==> src/hdl/pmw_pkg.sv <==
// Package: constants and carrier types for the power mode and wakeup controller
package pmw_pkg;

    // ------------------------------------------------------------------
    // Sizes and encodings
    // ------------------------------------------------------------------
    localparam int unsigned EXT_LINES   = 16;
    localparam int unsigned SYNC_STAGES = 2;

    // Low-power target selected by software before the core halts
    typedef enum logic [1:0] {
        PMW_TGT_SLEEP     = 2'h0,
        PMW_TGT_DEEPSLEEP = 2'h1,
        PMW_TGT_STANDBY   = 2'h2
    } pmw_target_t;

    // Boot source picked from the straps
    typedef enum logic [1:0] {
        PMW_BOOT_FLASH  = 2'h0,
        PMW_BOOT_SYSMEM = 2'h1,
        PMW_BOOT_SRAM   = 2'h2
    } pmw_boot_t;

    // System clock source selection
    typedef enum logic [1:0] {
        PMW_CLK_FAST_RC = 2'h0,
        PMW_CLK_CRYSTAL = 2'h1,
        PMW_CLK_PLL     = 2'h2
    } pmw_clksrc_t;

    // Controller states, one-hot
    typedef enum logic [4:0] {
        PMW_ST_RESET     = 5'h01,
        PMW_ST_RUN       = 5'h02,
        PMW_ST_SLEEP     = 5'h04,
        PMW_ST_DEEPSLEEP = 5'h08,
        PMW_ST_STANDBY   = 5'h10
    } pmw_state_t;

    // ------------------------------------------------------------------
    // Reset values and timing
    // ------------------------------------------------------------------
    localparam logic [1:0] BOOT_PIN_DEFAULT = 2'h0;
    localparam int unsigned CLK_PERIOD_PS   = 5000;
    localparam int unsigned RESET_HOLD_NS   = 100;
    localparam int unsigned RESET_HOLD_CYC  =
        (RESET_HOLD_NS * 1000 + CLK_PERIOD_PS - 1) / CLK_PERIOD_PS;
    localparam logic [7:0] RESET_HOLD_CNT   = 8'(RESET_HOLD_CYC);

    // Sources that may end deep-sleep besides the external lines
    typedef struct packed {
        logic alarm;
        logic tamper;
        logic timestamp;
        logic comparator;
        logic low_voltage;
        logic serial;
    } pmw_ds_src_t;

    // Sources that may end standby
    typedef struct packed {
        logic ext_reset;
        logic alarm;
        logic watchdog;
        logic wake_pin;
    } pmw_sb_src_t;

    // Clock, oscillator and power controls toward the chip
    typedef struct packed {
        logic        core_clk_en;
        logic        periph_clk_en;
        logic        fast_rc_en;
        logic        crystal_en;
        logic        pll_en;
        logic        regulator_en;
        logic        core_domain_pwr;
        pmw_clksrc_t sys_clk_src;
    } pmw_ctrl_t;

endpackage

==> src/hdl/pmw_sync.sv <==
// Two-stage synchroniser for a bus of asynchronous levels
`timescale 1ns/1ps
`default_nettype none
module pmw_sync #(
    parameter int unsigned WIDTH = 1
) (
    // Clock and reset
    input  wire logic             clk_i,
    input  wire logic             srst_i,
    // Levels
    input  wire logic [WIDTH-1:0] async_i,
    output logic      [WIDTH-1:0] sync_o
);
    logic [WIDTH-1:0] meta_r;
    logic [WIDTH-1:0] sync_r;

    // First stage is read only by the second
    always_ff @(posedge clk_i) begin
        if (srst_i) begin
            meta_r <= '0;
            sync_r <= '0;
        end else begin
            meta_r <= async_i;
            sync_r <= meta_r;
        end
    end

    assign sync_o = sync_r;
endmodule
`default_nettype wire

==> src/hdl/pmw_edge.sv <==
// Rising-edge detector for already synchronised levels
`timescale 1ns/1ps
`default_nettype none
module pmw_edge #(
    parameter int unsigned WIDTH = 1
) (
    // Clock and reset
    input  wire logic             clk_i,
    input  wire logic             srst_i,
    // Level in, pulse out
    input  wire logic [WIDTH-1:0] level_i,
    output logic      [WIDTH-1:0] rise_o
);
    logic [WIDTH-1:0] prev_r;

    // Reset value 1 avoids a false edge on a line already high
    always_ff @(posedge clk_i) begin
        if (srst_i) begin
            prev_r <= '1;
        end else begin
            prev_r <= level_i;
        end
    end

    assign rise_o = level_i & ~prev_r;
endmodule
`default_nettype wire

==> src/hdl/pmw_ctrl.sv <==
// Power mode, wakeup, boot and reset controller: top module
// ---------------------------------------------------------------------------
// Overview of operation
// - Sleep stops only the core clock; any interrupt or event resumes run.
// - Deep-sleep stops core-domain clocks, fast RC, crystal and PLL; state kept.
// - Deep-sleep ends on any external line or on-chip wakeup source.
// - Leaving deep-sleep always selects the fast RC as system clock.
// - Standby removes core power, regulator, fast oscillators and PLL.
// - Standby ends only on reset pin, alarm, watchdog, wake pin rise or power-down detect.
// - Boot pins sampled at startup pick flash, loader memory or SRAM.
// - A system reset resets both the core and every peripheral.
// - Reset is held while the supply detector reports low supply.
// - A low-voltage detection raises a warning interrupt to software.
// ---------------------------------------------------------------------------
`timescale 1ns/1ps
`default_nettype none
module pmw_ctrl
    import pmw_pkg::*;
#(
    parameter int unsigned LINES = EXT_LINES
) (
    // Clock and reset
    input  wire logic              clk_i,
    input  wire logic              srst_i,
    // Core handshake
    input  wire logic              core_halt_i,
    input  wire pmw_target_t       target_i,
    input  wire logic              irq_pending_i,
    input  wire logic              event_i,
    // Wakeup sources (asynchronous)
    input  wire logic [LINES-1:0]  ext_line_i,
    input  wire pmw_ds_src_t       ds_src_i,
    input  wire logic              external_reset_pin_i,
    input  wire logic              alarm_i,
    input  wire logic              independent_watchdog_i,
    input  wire logic              wakeup_pin_i,
    // Supply supervisors and straps (asynchronous)
    input  wire logic              power_down_detect_i,
    input  wire logic              low_voltage_detector_i,
    input  wire logic [1:0]        boot_pin_i,
    // Clock and power controls
    output pmw_ctrl_t              ctrl_o,
    // Resets and status
    output logic                   core_rst_o,
    output logic                   periph_rst_o,
    output pmw_boot_t              boot_src_o,
    output logic                   lv_irq_o,
    output pmw_state_t             state_o
);
    // ------------------------------------------------------------------
    // Parameter checks
    // ------------------------------------------------------------------
    if (LINES < 1 || LINES > 32) begin : g_bad_lines
        $error("LINES must be 1 to 32");
    end

    // ------------------------------------------------------------------
    // Synchronisers and edges
    // ------------------------------------------------------------------
    localparam int unsigned NSYNC = LINES + 6 + 4 + 2 + 2;
    logic [NSYNC-1:0] async_all;
    logic [NSYNC-1:0] sync_all;
    logic [LINES-1:0] ext_s;
    pmw_ds_src_t      ds_s;
    logic             external_reset_pin_s;
    logic             alarm_s;
    logic             wdg_s;
    logic             wkp_s;
    logic             pdr_s;
    logic             lvd_s;
    logic [1:0]       boot_s;
    logic             wkp_rise;

    assign async_all = {ext_line_i, ds_src_i, external_reset_pin_i, alarm_i,
                        independent_watchdog_i, wakeup_pin_i, power_down_detect_i,
                        low_voltage_detector_i, boot_pin_i};
    assign {ext_s, ds_s, external_reset_pin_s, alarm_s, wdg_s, wkp_s, pdr_s, lvd_s, boot_s} = sync_all;

    pmw_sync #(.WIDTH(NSYNC)) u_sync (
        .clk_i   (clk_i),
        .srst_i  (srst_i),
        .async_i (async_all),
        .sync_o  (sync_all)
    );

    // Wake pin counts only on its rising edge
    pmw_edge #(.WIDTH(1)) u_edge (
        .clk_i   (clk_i),
        .srst_i  (srst_i),
        .level_i (wkp_s),
        .rise_o  (wkp_rise)
    );

    // ------------------------------------------------------------------
    // Helper functions
    // ------------------------------------------------------------------
    function automatic pmw_ctrl_t ctrl_for(input pmw_state_t st, input pmw_clksrc_t src);
        pmw_ctrl_t c;
        c = '{core_clk_en: 1'b1, periph_clk_en: 1'b1, fast_rc_en: 1'b1,
              crystal_en: 1'b1, pll_en: 1'b1, regulator_en: 1'b1,
              core_domain_pwr: 1'b1, sys_clk_src: src};
        case (st)
            PMW_ST_SLEEP: begin
                c.core_clk_en = 1'b0;
            end
            PMW_ST_DEEPSLEEP: begin
                c.core_clk_en   = 1'b0;
                c.periph_clk_en = 1'b0;
                c.fast_rc_en    = 1'b0;
                c.crystal_en    = 1'b0;
                c.pll_en        = 1'b0;
            end
            PMW_ST_STANDBY: begin
                c = '0;
            end
            default: begin
            end
        endcase
        return c;
    endfunction

    function automatic pmw_boot_t boot_decode(input logic [1:0] pins);
        case (pins)
            2'h1:    return PMW_BOOT_SYSMEM;
            2'h3:    return PMW_BOOT_SRAM;
            default: return PMW_BOOT_FLASH;
        endcase
    endfunction

    // ------------------------------------------------------------------
    // State record
    // ------------------------------------------------------------------
    typedef struct packed {
        pmw_state_t  state;
        logic [7:0]  hold_cnt;
        pmw_clksrc_t clk_src;
        pmw_ctrl_t   ctrl;
        logic        core_rst;
        logic        periph_rst;
        pmw_boot_t   boot;
        logic        lv_irq;
        logic        lvd_prev;
    } pmw_regs_t;

    pmw_regs_t st_r;
    pmw_regs_t st_nxt;
    logic      ds_wake;
    logic      sb_wake;
    logic      hold_reset;

    // ------------------------------------------------------------------
    // Next state
    // ------------------------------------------------------------------
    // deep-sleep wake set
    assign ds_wake = (|ext_s) | (|ds_s) | irq_pending_i | event_i;
    assign sb_wake = external_reset_pin_s | alarm_s | wdg_s | wkp_rise;
    assign hold_reset = pdr_s;

    always_comb begin
        st_nxt        = st_r;
        st_nxt.lvd_prev = lvd_s;
        st_nxt.lv_irq = lvd_s & ~st_r.lvd_prev;

        if (hold_reset) begin
            st_nxt.state    = PMW_ST_RESET;
            st_nxt.hold_cnt = RESET_HOLD_CNT;
            st_nxt.clk_src  = PMW_CLK_FAST_RC;
        end else begin
            case (st_r.state)
                PMW_ST_RESET: begin
                    if (st_r.hold_cnt != 8'h00) begin
                        st_nxt.hold_cnt = st_r.hold_cnt - 8'h01;
                    end else begin
                        st_nxt.boot  = boot_decode(boot_s);
                        st_nxt.state = PMW_ST_RUN;
                    end
                end
                PMW_ST_RUN: begin
                    if (core_halt_i) begin
                        case (target_i)
                            PMW_TGT_DEEPSLEEP: st_nxt.state = PMW_ST_DEEPSLEEP;
                            PMW_TGT_STANDBY:   st_nxt.state = PMW_ST_STANDBY;
                            default:           st_nxt.state = PMW_ST_SLEEP;
                        endcase
                    end
                end
                PMW_ST_SLEEP: begin
                    if (irq_pending_i | event_i | (|ext_s) | (|ds_s)) begin
                        st_nxt.state = PMW_ST_RUN;
                    end
                end
                PMW_ST_DEEPSLEEP: begin
                    if (ds_wake) begin
                        st_nxt.state   = PMW_ST_RUN;
                        st_nxt.clk_src = PMW_CLK_FAST_RC;
                    end
                end
                PMW_ST_STANDBY: begin
                    // Standby lost all core state, so waking is a full reset
                    if (sb_wake) begin
                        st_nxt.state    = PMW_ST_RESET;
                        st_nxt.hold_cnt = RESET_HOLD_CNT;
                        st_nxt.clk_src  = PMW_CLK_FAST_RC;
                    end
                end
                default: begin
                    st_nxt.state = PMW_ST_RESET;
                end
            endcase
        end

        st_nxt.ctrl = ctrl_for(st_nxt.state, st_nxt.clk_src);
        // one reset for core and peripherals
        st_nxt.core_rst   = (st_nxt.state == PMW_ST_RESET);
        st_nxt.periph_rst = (st_nxt.state == PMW_ST_RESET);
    end

    // ------------------------------------------------------------------
    // Register
    // ------------------------------------------------------------------
    always_ff @(posedge clk_i) begin
        if (srst_i) begin
            st_r          <= '0;
            st_r.state    <= PMW_ST_RESET;
            st_r.hold_cnt <= RESET_HOLD_CNT;
            st_r.clk_src  <= PMW_CLK_FAST_RC;
            st_r.ctrl     <= ctrl_for(PMW_ST_RESET, PMW_CLK_FAST_RC);
            st_r.core_rst <= 1'b1;
            st_r.periph_rst <= 1'b1;
            st_r.boot     <= PMW_BOOT_FLASH;
        end else begin
            st_r <= st_nxt;
        end
    end

    // Outputs straight from the state record
    assign ctrl_o       = st_r.ctrl;
    assign core_rst_o   = st_r.core_rst;
    assign periph_rst_o = st_r.periph_rst;
    assign boot_src_o   = st_r.boot;
    assign lv_irq_o     = st_r.lv_irq;
    assign state_o      = st_r.state;
endmodule
`default_nettype wire

==> config.mk <==
export PLATFORM = sky130hd
export DESIGN_NAME = pmw_ctrl
export DESIGN_NICKNAME = d
export VERILOG_FILES = /design/src/hdl/pmw_pkg.sv /design/src/hdl/pmw_sync.sv /design/src/hdl/pmw_edge.sv /design/src/hdl/pmw_ctrl.sv
export SDC_FILE = /design/constraint.sdc
export NUM_CORES = 1
export LEC_CHECK = 0
export ABC_AREA = 1
export BUFFER_PORTS_ARGS = -buffer_cell sky130_fd_sc_hd__buf_4
export CORE_UTILIZATION = 62
export CTS_BUF_LIST = sky130_fd_sc_hd__clkbuf_2 sky130_fd_sc_hd__clkbuf_4 sky130_fd_sc_hd__clkbuf_8
export CTS_CLUSTER_SIZE = 25
export DETAILED_ROUTE_END_ITERATION = 8
export PLACE_DENSITY = 0.87
export SLEW_MARGIN = 10
export SYNTH_ARGS = -nofsm -noshare
export SYNTH_HDL_FRONTEND = slang
export SYNTH_SLANG_ARGS = --single-unit
==> constraint.sdc <==
create_clock -name clk_i -period 4.4 [get_ports clk_i]
set_input_delay 0.22 -clock clk_i [delete_from_list [all_inputs] [get_ports clk_i]]
set_output_delay 0.22 -clock clk_i [all_outputs]
set_load 0.03 [all_outputs]
Word-level counts from Yosys, hierarchy flattened. Cells that the tools add are included.

Flip-flop bits (word level): 90. Input bits: 37.

Add/subtract/negate cells: 1. Equality and inequality tests: 15. Mux-type cells: 16. Bitwise operators: 15. Reduce and logical (&&, ||, !) cells: 10.

Operators with widths (count): 15-bit 2-to-1 mux (2); 5-bit one-hot mux with 5 select lines (1); 5-bit 2-to-1 mux (4); 8-bit one-hot mux with 2 select lines (1); 16-bit OR reduction (1); 5-bit by 1-bit equality test with 1-bit output, second input constant (2); 5-bit by 3-bit equality test with 1-bit output, second input constant (2); 5-bit by 4-bit equality test with 1-bit output, second input constant (2); 5-bit equality test, second input constant (2); 5-bit one-hot mux with 2 select lines (1); 1-bit OR (9); 4-bit 2-to-1 mux (2); 8-bit 2-to-1 mux (1); 2-bit one-hot mux with 2 select lines (2); 8-bit nonzero test (1); 8-bit by 1-bit subtractor with 8-bit output, second input constant (1); 3-bit AND reduction (2); 2-bit OR reduction (3); 6-bit OR reduction (1); 5-bit by 2-bit equality test with 1-bit output, second input constant (1); 2-bit by 1-bit equality test with 1-bit output, second input constant (2); 2-bit equality test, second input constant (2); 2-bit != test, second input constant (2); 1-bit inverter (4); 5 further kinds (6).

Logic depth before layout (Yosys ltp).
Depth in word-level cells: 10. Gate-level depth with buffers: 13.

Cells and area by module. A second synthesis with hierarchy kept.

Cells, all modules: 400. Area total of the unflattened synthesis: 3181.8 µm².

Modules (own cells, without submodules): pmw_sync (times used 1, cells each 187, area each 1730.4 µm²); pmw_ctrl (times used 1, cells each 208, area each 1413.9 µm²); pmw_edge (times used 1, cells each 5, area each 37.5 µm²).

Least setup slack after synthesis. Ideal clock, no wire load.

Kind: register to register. Start point: register st_r[17] in the netlist's numbering. End point: register st_r (netlist bit ctrl_o[8]). Library setup time: 0.118 ns. Arrival: 1.481 ns. Data required time: 4.282 ns. Setup slack: 2.801 ns. Cell stages (with the launch flop): 14. Path buffers: 0. Cell sequence: dfxtp_1 > inv_1 > ha_1 > inv_1 > nor2_4 > nand2_4 > nor2_4 > nor2_4 > nor2_8 > nand2_4 > nor2_4 > nand4_2 > o21ai_2 > nor2_1.

Word-level cells in the longest chain between the ends: 7.

RTL lines: start, declared (RTL line pmw_ctrl.sv:145) `pmw_regs_t st_r;`; start signal, assigned (RTL line pmw_ctrl.sv:232) `st_r <= st_nxt;`; 8-bit nonzero test (*) (RTL line pmw_ctrl.sv:171) `if (st_r.hold_cnt != 8'h00) begin`; 5-bit 2-to-1 mux (*) (RTL line pmw_ctrl.sv:171); 5-bit one-hot mux with 5 select lines (*) (RTL line pmw_ctrl.sv:169) `case (st_r.state)`; 15-bit 2-to-1 mux (*) (RTL line pmw_ctrl.sv:164) `if (hold_reset) begin`; 5-bit equality test (tied with other cells) (RTL line pmw_ctrl.sv:102) `case (st)`; 3-bit OR reduction (no line) (*); 1-bit 2-to-1 mux (*) (RTL line pmw_ctrl.sv:102).

Mark *: on every way between the ends. The rest lies on a longest branch, timed or not. A chain may end at the register's enable or synchronous reset.

Worst setup path in the final report. Same ends and word-level chain as after synthesis.

==> reports/results.txt <==
Data arrival time of the critical path: 2.02 ns
Gate power share: 8.5%
Via count: 2339
Outcome: completed
First-pass GRT wire length: 8.480 mm
Post-CTS setup buffers: 0
Pin count of the biggest net entering global routing: 69
Seq cells post-synth: 86
Leakage: 1.931 nW
Max-cap violations: 0
Fmax: 0.5579 GHz
Die height: 74.40 um
GRT Resource Usage Total: 20.41%
CP cell instances: inv_1 -> ha_1 -> inv_1 -> nor2_4 -> nand2_4 -> nor2_4 -> nor2_4 -> nor2_8 -> nand2_4 -> nor2_4 -> nand4_2 -> o21ai_2 -> nor2_1
Final setup vio count: 0
Final min period: 1.793 ns
Mapped Cells: 402
Vias in the first global route: 2167
Ys async rst share: 0%
Storage cell area: 1722 um2
Placer's final routability congestion estimate: 0.7834
Worst-path cell with the longest stage delay: dfxtp_1
Clock transition at path regs: 0.08 ns
Hold crit path type: input pin to flip-flop
Critical Path Most Common Cell: nor2_4
Vias per cell: 4.533
PD cells: 413.0 nW/um2
CTS Buf Count: 9
# nets final: 484
Post-CTS Resized: 0
P_int: 0.001234 W
Post-synthesis sequential area ratio: 52.98%
CTS Root Cell: clkbuf_8
Clock latency on the worst-skew pair: 0.34 ns
DRT Wirelength: 5.105 mm
Mapped Nets: 442
Area Growth Syn to Fin: 17.83%
Switch share: 21.99%
EDFF count, synth: 0
Mapped cell area: 3249 um2
Clk buf depth: 2
Share of power burned in registers: 52.5%
Filler Cells Inserted: 344
Crit Path Class: flip-flop to flip-flop
Slew Limit Headroom: 58.69%
RSZ-0062 raised after global routing: false
Area occupied by multi-input gates: 1010 um2
Worst Tran Pin Value: 0.6197 ns
Gr ovfl total: 0
Clock Power Share: 39.0%
CTS sink cnt: 86
DIE AREA: 5535 um2
Initial antenna violation count: 0
H-Tree Depth: 3
Drt initial violations: 53
Util after Layout: 78.46%
Commonest register cell after synthesis: dfxtp_1
Post-route ant nets: 0
Fin crit share: 40.74%
Sum Neg Setup Slack: 0 ns
Average wire per cell in the routed design: 9.893 um
Initial Utilization: 66.59%
Crit-path max FO: 7
Diode count: 0
Die Width: 74.40 um
Hpwl dp: 3.673 mm
CP Launch Type: flip-flop
Syn_area_per_cell: 8.083 um2
CP Capture Type: flip-flop
VDD IR-drop max: 338.9 uV
Core footprint: 4880 um2
IO Pins: 56
Syn. warnings: 0
Row count: 25
Most frequent cells in the layout: inv_1 (94), nor2_1 (94), dfxtp_1 (86), buf_4 (55), nand2_1 (31)
CTS tree: built
Final Slew Violations: 0
Drt pass-1 iters: 4
Number of port buffers: 55
Hold-fix buffers, CTS: 0
Crit path required time: 4.63 ns
Clock Skew: 0.006148 ns
CP peak stage delay: 0.33 ns
# DRC: 0
Distinct cells, synth: 32
Layout cells sized above 1: 21.83%
Net Sw Power: 0.0003478 W
Final Hold Viols: 0
per-layer routing:
| layer | GRT usage (%) | vias to the layer above | wire [um] |
|---|---|---|---|
| li1 | - | 1238 | - |
| met1 | 19.98 | 1043 | 2079 |
| met2 | 38.24 | 48 | 2719 |
| met3 | 6.775 | 10 | 218 |
| met4 | 9.853 | 0 | 87 |
| met5 | 0 | - | 0 |
Yosys cell counts, types with 3 or more instances:
master	count	share of area, %
clkbuf_1	6	0.69
ha_1	3	1.2
nor2_4	9	3.1
nand3_2	3	0.92
buf_4	17	3.9
a21oi_1	5	0.77
nand4_1	4	0.77
nor3_1	3	0.46
nand2_1	31	3.6
xor2_1	3	0.81
o21ai_0	7	1.1
nand3_1	14	2.2
nor2_2	3	0.58
inv_2	3	0.35
inv_1	94	11
dfxtp_1	86	53
nor2_1	94	11
path summary, 6_finish.rpt:
path / endpoint / from / slack [ns] / cells past startpoint
worst min-delay path: u_sync.meta_r[21] / ext_line_i[7] / 0.08 / 3
worst min register to register: u_sync.sync_o[14] / u_sync.meta_r[14] / 0.40 / 2
worst max register to register: ctrl_o[8] / st_r[17] / 2.61 / 13
worst max-delay path: ctrl_o[8] / st_r[17] / 2.61 / 13
flip-flops by register name (all words and copies together) (netlist names):
signal	count
u_edge.prev_r	1
st_r	11
periph_rst_o	1
u_sync.meta_r	30
ctrl_o	5
lv_irq_o	1
state_o	5
u_sync.sync_o	30
boot_src_o	2
cell type report:
cell class	count	share of cell area (%)
repair buffers	55	10.78
clock buffers	12	4.150
clock inverters	4	2.026
multi-input cells	195	26.37
flip-flops and latches	86	44.97
well taps	67	2.190
inverters	97	9.510
through the flow:
stage	setup WS (ns)	instance area, um2	hold WS [ns]	total power [W]	instances
after global routing	2.449	3829	0.06135	0.001650	516
final	2.607	3829	0.07554	0.001581	516
after global placement	2.731	3592	0.3823	0.0009764	500
after CTS	2.606	3829	0.05774	0.001597	516
after detailed placement	2.618	3592	0.3874	0.0009834	500
after floorplan	2.801	3249	0.3270	0.0009380	402
worst max-delay path: cells and delay by family (launching register included):
| family | cells | cell delay, ns |
|---|---|---|
| buffers and inverters | 2 | 0.15 |
| AOI/OAI and AO/OA | 1 | 0.15 |
| DFF | 1 | 0.33 |
| and+or+nand+nor | 9 | 0.89 |
| adders and majority gates | 1 | 0.15 |
cells by family (layout without fill, tap and decap cells):
| group | count (synthesis) | count (layout) | share of synthesized area (%) |
|---|---|---|---|
| mux | 1 | 1 | 0.3465 |
| compound gates | 18 | 18 | 3.158 |
| simple gates | 170 | 170 | 25.61 |
| xor+xnor | 3 | 3 | 0.8088 |
| fa+ha+maj | 3 | 3 | 1.155 |
| flops | 86 | 86 | 52.98 |
| buf+inv | 121 | 168 | 15.94 |
power groups by stage:
stage | sequential [W] | combinational (W) | clock (W)
finish | 0.000830 | 0.000135 | 0.000617
CTS | 0.000830 | 0.000136 | 0.000631
global placement | 0.000847 | 0.000129 | 0
floorplan | 0.000846 | 0.0000915 | 0
global route | 0.000834 | 0.000153 | 0.000664
detailed placement | 0.000848 | 0.000135 | 0
(Power assumes the default switching activity.)
